[src/tft_pkg.sv]
// Constants for the tamper flag and phase trim block.
// Assumes one 100 MHz clock and a line period tick from the metering core.
package tft_pkg;
  localparam int          CLK_NS          = 10;
  localparam int          LINE_HZ         = 50;
  localparam int          CNT_W           = 6;
  localparam logic [5:0]  SW_NORMAL       = 6'h20;
  localparam logic [5:0]  SW_TAMP_P       = 6'h3C;
  localparam logic [5:0]  SW_TAMP_S       = 6'h04;
  localparam logic [5:0]  WIN_HALF        = 6'h04;
  localparam logic [2:0]  CONFIRM_N       = 3'h4;
  localparam int          EN_W            = 24;
  localparam int          SUM_W           = 26;
  localparam int          SMP_W           = 16;
  localparam int          PH_W            = 4;
  localparam logic [3:0]  PH_RST          = 4'h0;
  localparam int          PH_STEP_MDEG    = 38;
  localparam int          PH_MAX_MDEG     = 576;
  localparam int          PH_STEP_NS      = (PH_STEP_MDEG * 1000000) / (360 * LINE_HZ);
  localparam int          PH_STEP_CYC     = (PH_STEP_NS / CLK_NS < 1) ? 1 : PH_STEP_NS / CLK_NS;
  localparam logic [7:0]  PH_STEP_LAST    = 8'(PH_STEP_CYC - 1);
  typedef enum logic [1:0] {
    ST_NORMAL = 2'b00,
    ST_TAMP_P = 2'b01,
    ST_TAMP_S = 2'b10
  } tft_state_t;
  typedef enum logic [1:0] {
    RES_NORMAL = 2'b00,
    RES_A_HI   = 2'b01,
    RES_B_HI   = 2'b10
  } tft_res_t;
endpackage

[src/tft_dly_mem.sv]
// Small delay memory for the phase trim path, registered read port.
// Assumes writes and reads share the main clock and clock enable.
`timescale 1ns/1ps
module tft_dly_mem
  import tft_pkg::*;
(
  input  wire logic             sys_clk_i,
  input  wire logic             arst_n_i,
  input  wire logic             clk_en_i,
  input  wire logic             we_i,
  input  wire logic [PH_W-1:0]  waddr_i,
  input  wire logic [SMP_W-1:0] wdata_i,
  input  wire logic             re_i,
  input  wire logic [PH_W-1:0]  raddr_i,
  output logic      [SMP_W-1:0] rdata_o
);
  logic [SMP_W-1:0] mem_r [16];
  logic [SMP_W-1:0] rdata_nxt;

  // Write-first bypass so a zero trim reads the sample just written
  always_comb begin
    rdata_nxt = rdata_o;
    if (re_i) begin
      rdata_nxt = (we_i && (waddr_i == raddr_i)) ? wdata_i : mem_r[raddr_i];
    end
  end

  always_ff @(posedge sys_clk_i) begin
    if (clk_en_i && we_i) begin
      mem_r[waddr_i] <= wdata_i;
    end
  end

  always_ff @(posedge sys_clk_i or negedge arst_n_i) begin
    if (!arst_n_i) begin
      rdata_o <= '0;
    end else if (clk_en_i) begin
      rdata_o <= rdata_nxt;
    end
  end
endmodule

[src/tft_core.sv]
// Tamper state machine, tamper flag, serial pin mux and phase trim delay.
// Assumes line_tick_i pulses once per line period and inputs are synchronous.
`timescale 1ns/1ps
module tft_core
  import tft_pkg::*;
(
  input  wire logic             sys_clk_i,
  input  wire logic             arst_n_i,
  input  wire logic             clk_en_i,
  input  wire logic             line_tick_i,
  input  wire logic             period_ok_i,
  input  wire logic             mod_v_stuck_i,
  input  wire logic             mod_i_stuck_i,
  input  wire logic             no_load_i,
  input  wire logic [EN_W-1:0]  prim_energy_i,
  input  wire logic [EN_W-1:0]  sec_energy_i,
  input  wire logic             standalone_i,
  input  wire logic             spi_data_i,
  input  wire logic             phase_code_we_i,
  input  wire logic [PH_W-1:0]  phase_code_wdata_i,
  input  wire logic [SMP_W-1:0] v_sample_i,
  input  wire logic [SMP_W-1:0] i_sample_i,
  output logic                  tamper_flag_o,
  output logic                  serial_data_pin_o,
  output logic                  samp_active_o,
  output logic                  use_sec_o,
  output logic      [EN_W-1:0]  energy_o,
  output logic                  energy_valid_o,
  output logic      [PH_W-1:0]  phase_delay_code_o,
  output logic      [SMP_W-1:0] v_out_o,
  output logic      [SMP_W-1:0] i_out_o,
  output logic                  out_valid_o
);
  tft_state_t       state_r, state_nxt;
  tft_res_t         cand_r, cand_nxt, res;
  logic [CNT_W-1:0] per_r, per_nxt;
  logic [2:0]       hits_r, hits_nxt;
  logic [SUM_W-1:0] sum_a_r, sum_a_nxt, sum_b_r, sum_b_nxt;
  logic [EN_W-1:0]  hold_r, hold_nxt, energy_nxt;
  logic             flag_nxt, pin_nxt, samp_nxt, sec_nxt, ev_nxt, bad;
  logic [5:0]       sw;

  function automatic logic [5:0] switch_point(input tft_state_t s);
    unique case (s)
      ST_TAMP_P: switch_point = SW_TAMP_P;
      ST_TAMP_S: switch_point = SW_TAMP_S;
      default:   switch_point = SW_NORMAL;
    endcase
  endfunction

  function automatic logic in_window(input logic [5:0] cnt, input tft_state_t s);
    logic [5:0] p;
    p = switch_point(s);
    // One bit wider so the window that closes at 64 does not wrap to zero
    in_window = ({1'b0, cnt} >= {1'b0, p} - {1'b0, WIN_HALF}) &&
                ({1'b0, cnt} < {1'b0, p} + {1'b0, WIN_HALF});
  endfunction

  function automatic tft_state_t res_state(input tft_res_t r);
    unique case (r)
      RES_A_HI: res_state = ST_TAMP_P;
      RES_B_HI: res_state = ST_TAMP_S;
      default:  res_state = ST_NORMAL;
    endcase
  endfunction

  // A channel counts as much higher when it beats the other by an eighth
  always_comb begin
    logic [SUM_W-1:0] a;
    logic [SUM_W-1:0] b;
    a   = sum_a_r + ((per_r < sw) ? SUM_W'(prim_energy_i) : '0);
    b   = sum_b_r + ((per_r >= sw) ? SUM_W'(sec_energy_i) : '0);
    res = RES_NORMAL;
    if ({1'b0, a} > {1'b0, b} + 27'(b >> 3)) begin
      res = RES_A_HI;
    end else if ({1'b0, b} > {1'b0, a} + 27'(a >> 3)) begin
      res = RES_B_HI;
    end
  end

  always_comb begin
    sw         = switch_point(state_r);
    bad        = !period_ok_i || mod_v_stuck_i || mod_i_stuck_i || no_load_i;
    state_nxt  = state_r;
    cand_nxt   = cand_r;
    hits_nxt   = hits_r;
    per_nxt    = per_r;
    sum_a_nxt  = sum_a_r;
    sum_b_nxt  = sum_b_r;
    hold_nxt   = hold_r;
    energy_nxt = energy_o;
    ev_nxt     = 1'b0;
    if (line_tick_i) begin
      per_nxt = per_r + 6'h01;
      ev_nxt  = 1'b1;
      unique case (state_r)
        ST_NORMAL: energy_nxt = (per_r < sw) ? prim_energy_i : sec_energy_i;
        ST_TAMP_P: begin
          energy_nxt = (per_r < sw) ? prim_energy_i : hold_r;
          if (per_r < sw) begin
            hold_nxt = prim_energy_i;
          end
        end
        ST_TAMP_S: begin
          energy_nxt = (per_r >= sw) ? sec_energy_i : hold_r;
          if (per_r >= sw) begin
            hold_nxt = sec_energy_i;
          end
        end
        default: state_nxt = ST_NORMAL;
      endcase
      if (in_window(per_r, state_r)) begin
        if (per_r < sw) begin
          sum_a_nxt = sum_a_r + SUM_W'(prim_energy_i);
        end else begin
          sum_b_nxt = sum_b_r + SUM_W'(sec_energy_i);
        end
      end
      if (per_r == sw + WIN_HALF - 6'h01) begin
        sum_a_nxt = '0;
        sum_b_nxt = '0;
        if (res_state(res) == state_r) begin
          hits_nxt = 3'h0;
        end else if (res == cand_r && hits_r != 3'h0) begin
          hits_nxt = hits_r + 3'h1;
        end else begin
          cand_nxt = res;
          hits_nxt = 3'h1;
        end
        if (hits_nxt == CONFIRM_N) begin
          state_nxt = res_state(res);
          hits_nxt  = 3'h0;
          per_nxt   = '0;
        end
      end
    end
    if (bad) begin
      state_nxt = ST_NORMAL;
      cand_nxt  = RES_NORMAL;
      hits_nxt  = 3'h0;
      sum_a_nxt = '0;
      sum_b_nxt = '0;
    end
    flag_nxt = (state_nxt != ST_NORMAL);
    pin_nxt  = standalone_i ? flag_nxt : spi_data_i;
    samp_nxt = in_window(per_nxt, state_nxt) && !bad;
    sec_nxt  = (state_nxt == ST_TAMP_S) ||
               ((state_nxt == ST_NORMAL) && (per_nxt >= switch_point(state_nxt)));
  end

  always_ff @(posedge sys_clk_i or negedge arst_n_i) begin
    if (!arst_n_i) begin
      state_r           <= ST_NORMAL;
      cand_r            <= RES_NORMAL;
      hits_r            <= 3'h0;
      per_r             <= '0;
      sum_a_r           <= '0;
      sum_b_r           <= '0;
      hold_r            <= '0;
      energy_o          <= '0;
      energy_valid_o    <= 1'b0;
      tamper_flag_o     <= 1'b0;
      serial_data_pin_o <= 1'b0;
      samp_active_o     <= 1'b0;
      use_sec_o         <= 1'b0;
    end else if (clk_en_i) begin
      state_r           <= state_nxt;
      cand_r            <= cand_nxt;
      hits_r            <= hits_nxt;
      per_r             <= per_nxt;
      sum_a_r           <= sum_a_nxt;
      sum_b_r           <= sum_b_nxt;
      hold_r            <= hold_nxt;
      energy_o          <= energy_nxt;
      energy_valid_o    <= ev_nxt;
      tamper_flag_o     <= flag_nxt;
      serial_data_pin_o <= pin_nxt;
      samp_active_o     <= samp_nxt;
      use_sec_o         <= sec_nxt;
    end
  end

  // Phase trim: voltage path delayed by code whole steps, current path by none
  logic [7:0]      step_r, step_nxt;
  logic [PH_W-1:0] wptr_r, wptr_nxt, code_nxt;
  logic [SMP_W-1:0] i_nxt;
  logic            step_tick, ov_nxt;

  always_comb begin
    step_tick = (step_r == PH_STEP_LAST);
    step_nxt  = step_tick ? 8'h00 : step_r + 8'h01;
    wptr_nxt  = step_tick ? wptr_r + 4'h1 : wptr_r;
    code_nxt  = phase_code_we_i ? phase_code_wdata_i : phase_delay_code_o;
    i_nxt     = step_tick ? i_sample_i : i_out_o;
    ov_nxt    = step_tick;
  end

  always_ff @(posedge sys_clk_i or negedge arst_n_i) begin
    if (!arst_n_i) begin
      step_r             <= 8'h00;
      wptr_r             <= '0;
      phase_delay_code_o <= PH_RST;
      i_out_o            <= '0;
      out_valid_o        <= 1'b0;
    end else if (clk_en_i) begin
      step_r             <= step_nxt;
      wptr_r             <= wptr_nxt;
      phase_delay_code_o <= code_nxt;
      i_out_o            <= i_nxt;
      out_valid_o        <= ov_nxt;
    end
  end

  // Read lags write by the code, so the shift is linear in whole steps
  tft_dly_mem u_mem (
    .sys_clk_i (sys_clk_i),
    .arst_n_i  (arst_n_i),
    .clk_en_i  (clk_en_i),
    .we_i      (step_tick),
    .waddr_i   (wptr_r),
    .wdata_i   (v_sample_i),
    .re_i      (step_tick),
    .raddr_i   (wptr_r - phase_delay_code_o),
    .rdata_o   (v_out_o)
  );
endmodule

[config.mk]
export PLATFORM = sky130hd
export DESIGN_NAME = tft_core
export DESIGN_NICKNAME = d
export VERILOG_FILES = /design/src/tft_pkg.sv /design/src/tft_dly_mem.sv /design/src/tft_core.sv
export SDC_FILE = /design/constraint.sdc
export NUM_CORES = 1
export LEC_CHECK = 0
export BUFFER_PORTS_ARGS = -buffer_cell sky130_fd_sc_hd__buf_2
export CELL_PAD_IN_SITES_DETAIL_PLACEMENT = 1
export CELL_PAD_IN_SITES_GLOBAL_PLACEMENT = 1
export CORE_ASPECT_RATIO = 1.1
export CORE_MARGIN = 2
export CORE_UTILIZATION = 35
export DETAILED_ROUTE_END_ITERATION = 12
export PLACE_DENSITY = 0.69
export SYNTH_ARGS = -nofsm -noshare
export SYNTH_HDL_FRONTEND = slang
export SYNTH_HIERARCHICAL = 1
export SYNTH_SLANG_ARGS = --single-unit
[constraint.sdc]
create_clock -name sys_clk_i -period 15.15 [get_ports sys_clk_i]
set_clock_uncertainty 0.15 [all_clocks]
set_input_delay 2.2725 -clock sys_clk_i [delete_from_list [all_inputs] [get_ports sys_clk_i]]
set_output_delay 2.2725 -clock sys_clk_i [all_outputs]
set_load 0.02 [all_outputs]
==> impl_metrics.csv <==
group,metric,value,unit
synthesis,synth_common_cells,"301 x nand2_1, 256 x edfxtp_1, 231 x ha_1, 212 x a21oi_1, 167 x dfrtp_1",
layout,fin_nets,3132,
clock_tree,cts_tree,"yes",
synthesis,ys_seq_area_frac,0.427,
place,place_area,29800,sq um
clock_tree,ctsRootBufferMaster,"clkbuf_16",
timing,max_slew_margin,0.239,
layout,drive_above_1_share,0.150,
die,row_count,108,
synthesis,yosys.area_share.simple,0.142,
synthesis,synth_xor_area_frac,0.0472,
setup_path,critical_path_class,"reg2reg",
clock_tree,ctsHoldBuffers,0,
synthesis,synthArstFlopShare,0.395,
layout,layout.cells.non_filler,3884,
die,dieArea,81700,sq um
place,place.detailed.hpwl,65300,microns
clock_tree,cts_resized,0,
layout,final_area,31500,sq um
power,p_clk_frac,0.344,
die,initial_utilization,0.353,
timing,clock.fmax,75.5,MHz
synthesis,ys_seq_elements,423,
die,core,78800,sq um
setup_path,critical-path-max-stage-delay,0.86,ns
detailed_routing,antenna_left,0,
synthesis,synth_mux_area_frac,0.0709,
setup_path,critical_path_required,15.49,ns
worst_hold_path,hp-class,"reg2reg",
place,place_ws,1.96,ns
synthesis,synth.area.top_cells,"edfxtp_1 28%, dfrtp_1 15%, ha_1 10%, nand2_1 4.1%, a21oi_1 3.8%",
synthesis,synthAdderAreaFrac,0.110,
synthesis,syn_nets,2992,
setup_path,cpLargestDelayFamily,"compound AO/OA/AOI/OAI gates",
setup_path,crit_arrival,13.59,ns
power,ir_worst_vdd,0.102,mV
place,port_buffers,160,
synthesis,synth-compound-area-share,0.172,
global_routing,track_usage,0.215,
synthesis,ys_warn_count,6,
layout,ff_latch_area,11900,sq um
global_routing,grt_pass1_vias,23800,
timing,setup_violations,0,
die,die_w,273,microns
layout,area_growth,13.3,%
synthesis,synth.cell_area,27800,sq um
synthesis,synthMostInstantiatedCell,"nand2_1",
synthesis,avgSynthCellArea,10.5,sq um
layout,finish.utilization,0.400,
clock_tree,htreeDepth,2,
power,switching_share,0.336,
detailed_routing,num_vias,22100,
power,powerDensity,115,nW/um^2
power,leakage,13.5,nW
detailed_routing,dr.pass1.iters,5,
detailed_routing,post_drt_wl_per_cell,22.8,microns
die,pin_count,161,
timing,slew_viol_final,0,
synthesis,synth_top_area_cell,"edfxtp_1",
job,maxCapViolCount,0,
global_routing,antenna_found_initial,1,
setup_path,critical_path.most_common_cell,"ha_1",
power,pwr-share-comb,0.300,
setup_path,cp-start-kind,"flip-flop",
timing,setup-tns-final,0,ns
clock_tree,cts_buffers,48,
synthesis,synth_top_area_share,0.277,
clock_tree,cts.reportedPaths.clkPinSlew,0.06,ns
timing,hold_viol,0,
place,dpl.cell_count,3793,
place,gp_congestion,0.885,
synthesis,synth_top_family_by_area,"compound AO/OA/AOI/OAI gates",
detailed_routing,viasPerCell,5.68,
setup_path,path_max_fanout,48,
global_routing,overflow,0,
setup_path,crit_slowest_cell,"or4_1",
synthesis,synth_edf_count,256,
timing,period_needed,13.25,ns
global_routing,grt_pass1_wl,138000,microns
clock_tree,cts_setup_buffers,0,
power,p_int,0.00241,W
layout,multi_input_area,15100,sq um
clock_tree,cts.sinks,423,
setup_path,path_buf_inv,3,
timing,setup_slack,1.90,ns
power,switchingPower,0.00122,W
layout,fillCellCount,8716,
die,die_h,300,microns
synthesis,synth_cell_type_count,106,
clock_tree,cts.path.max_buffers,3,
timing,worst_pin_slew,1.14,ns
clock_tree,clock_latency,0.64,ns
timing,rsz0062_at_grt,"no",
global_routing,grt_max_degree,72,
detailed_routing,post-route-drc-count,0,
run_status,status,"completed",
detailed_routing,drt-initial-drc-count,1391,
setup_path,end_kind,"flip-flop",
synthesis,syn_inst,2659,
power,seqPwrFrac,0.356,
detailed_routing,routed_wl,88600,microns
synthesis,ys.flop_type,"edfxtp_1",
timing,post-route-period-util,0.875,
-- flip-flops by register name, indices dropped and copies added, names as in the netlist, 2 cells and up --
register,flops
cand_r,2
energy_o,24
hits_r,3
hold_r,24
i_out_o,16
per_r,6
phase_delay_code_o,4
state_r,2
step_r,8
sum_a_r,26
sum_b_r,26
u_mem/mem_r,256
u_mem/rdata_o,16
wptr_r,4
-- cell type report --
type | count | share of cell area
Clock buffer | 59 | 0.0407
Inverter | 106 | 0.0126
Clock inverter | 30 | 0.0125
Antenna cell | 1 | 0.0000794
Timing Repair Buffer | 201 | 0.0357
Sequential cell | 423 | 0.377
Tap cell | 1045 | 0.0415
Multi-Input combinational cell | 2019 | 0.480
-- cell families (layout without fill, tap and decap cells) --
logic type / Yosys count / count (layout)
xor gates and xnor gates: 145 / 145
buffers and inverters: 217 / 396
other: 0 / 1
adders and majority gates: 240 / 240
muxes: 130 / 130
and+or+nand+nor: 799 / 799
DFF: 423 / 423
AOI/OAI and AO/OA: 705 / 705
-- power groups by stage --
stage	clock, W	sequential [W]	combinational (W)
6_report	0.00125	0.00129	0.00109
5_1_grt	0.00132	0.00129	0.00120
4_1_cts	0.00128	0.00129	0.00109
3_5_place_dp	0	0.00131	0.00108
3_3_place_gp	0	0.00131	0.00104
2_1_floorplan	0	0.00132	0.000744
-- routing by layer --
metal  vias to the layer above  track usage  share of wire
met5                         -            0              0
met4                         0       0.0729          0.033
met3                       151       0.0257          0.040
met2                       487        0.372           0.49
met1                     11200        0.276           0.44
li1                      10200            -              -
-- cell usage in the layout, fill, tap and decap left out, types with 20 or more instances in the layout --
master     synthesis  routed
nand3_1           64      64
o31ai_1           39      39
and3_1            23      23
inv_1            104     103
o211ai_1          23      23
edfxtp_1         256     256
ha_1             231     229
buf_2             20     159
xnor2_1          104     102
clkbuf_16          0      48
or2_2             31      31
nand2b_1          58      58
xor2_1            38      38
a21oi_1          212     210
o21bai_1          20      20
mux4_2            45      45
buf_4              4      40
a21o_1            50      49
o21a_1            28      28
nor2b_1           69      69
a31oi_1           31      31
dfrtp_1          167     167
nor3_1            38      34
nor2_1           110     109
nand4_1           31      31
a22o_1            46      46
o41ai_1           21      21
o21ai_0          112     112
mux2_2            24      24
mux2i_1           56      56
nand2_1          301     301
-- metrics by stage --
stage               total power, W  hold slack [ns]
global placement           0.00235            0.317
finish                     0.00363            0.334
detailed placement         0.00239            0.324
global route               0.00381            0.348
CTS                        0.00366            0.339
floorplan                  0.00206            0.310
-- final timing paths --
| kind | from | endpoint | slack (ns) | cells past startpoint |
|---|---|---|---|---|
| setup / recovery | state_r[1] | samp_active_o | 1.90 | 55 |
| hold / removal | out_valid_o | out_valid_o | 0.33 | 1 |
| setup reg to reg | state_r[1] | samp_active_o | 1.90 | 55 |
| hold reg to reg | out_valid_o | out_valid_o | 0.33 | 1 |
| max in group asynchronous | arst_n_i | u_mem/rdata_o[7] | 12.03 | 2 |
| min in group asynchronous | arst_n_i | sum_b_r[8] | 1.58 | 1 |
-- worst register-to-register path, delay by kind of cell, from the launching register on --
kind / cells / cell delay [ns]
AO/OA/AOI/OAI: 27 / 5.08
XOR/XNOR: 1 / 0.22
adder cells (fa/ha/maj): 8 / 2.59
buffers and inverters: 3 / 1.09
flip-flops: 1 / 0.49
multiplexers: 1 / 0.15
AND/OR/NAND/NOR: 15 / 3.39
(Power assumes the default switching activity.)
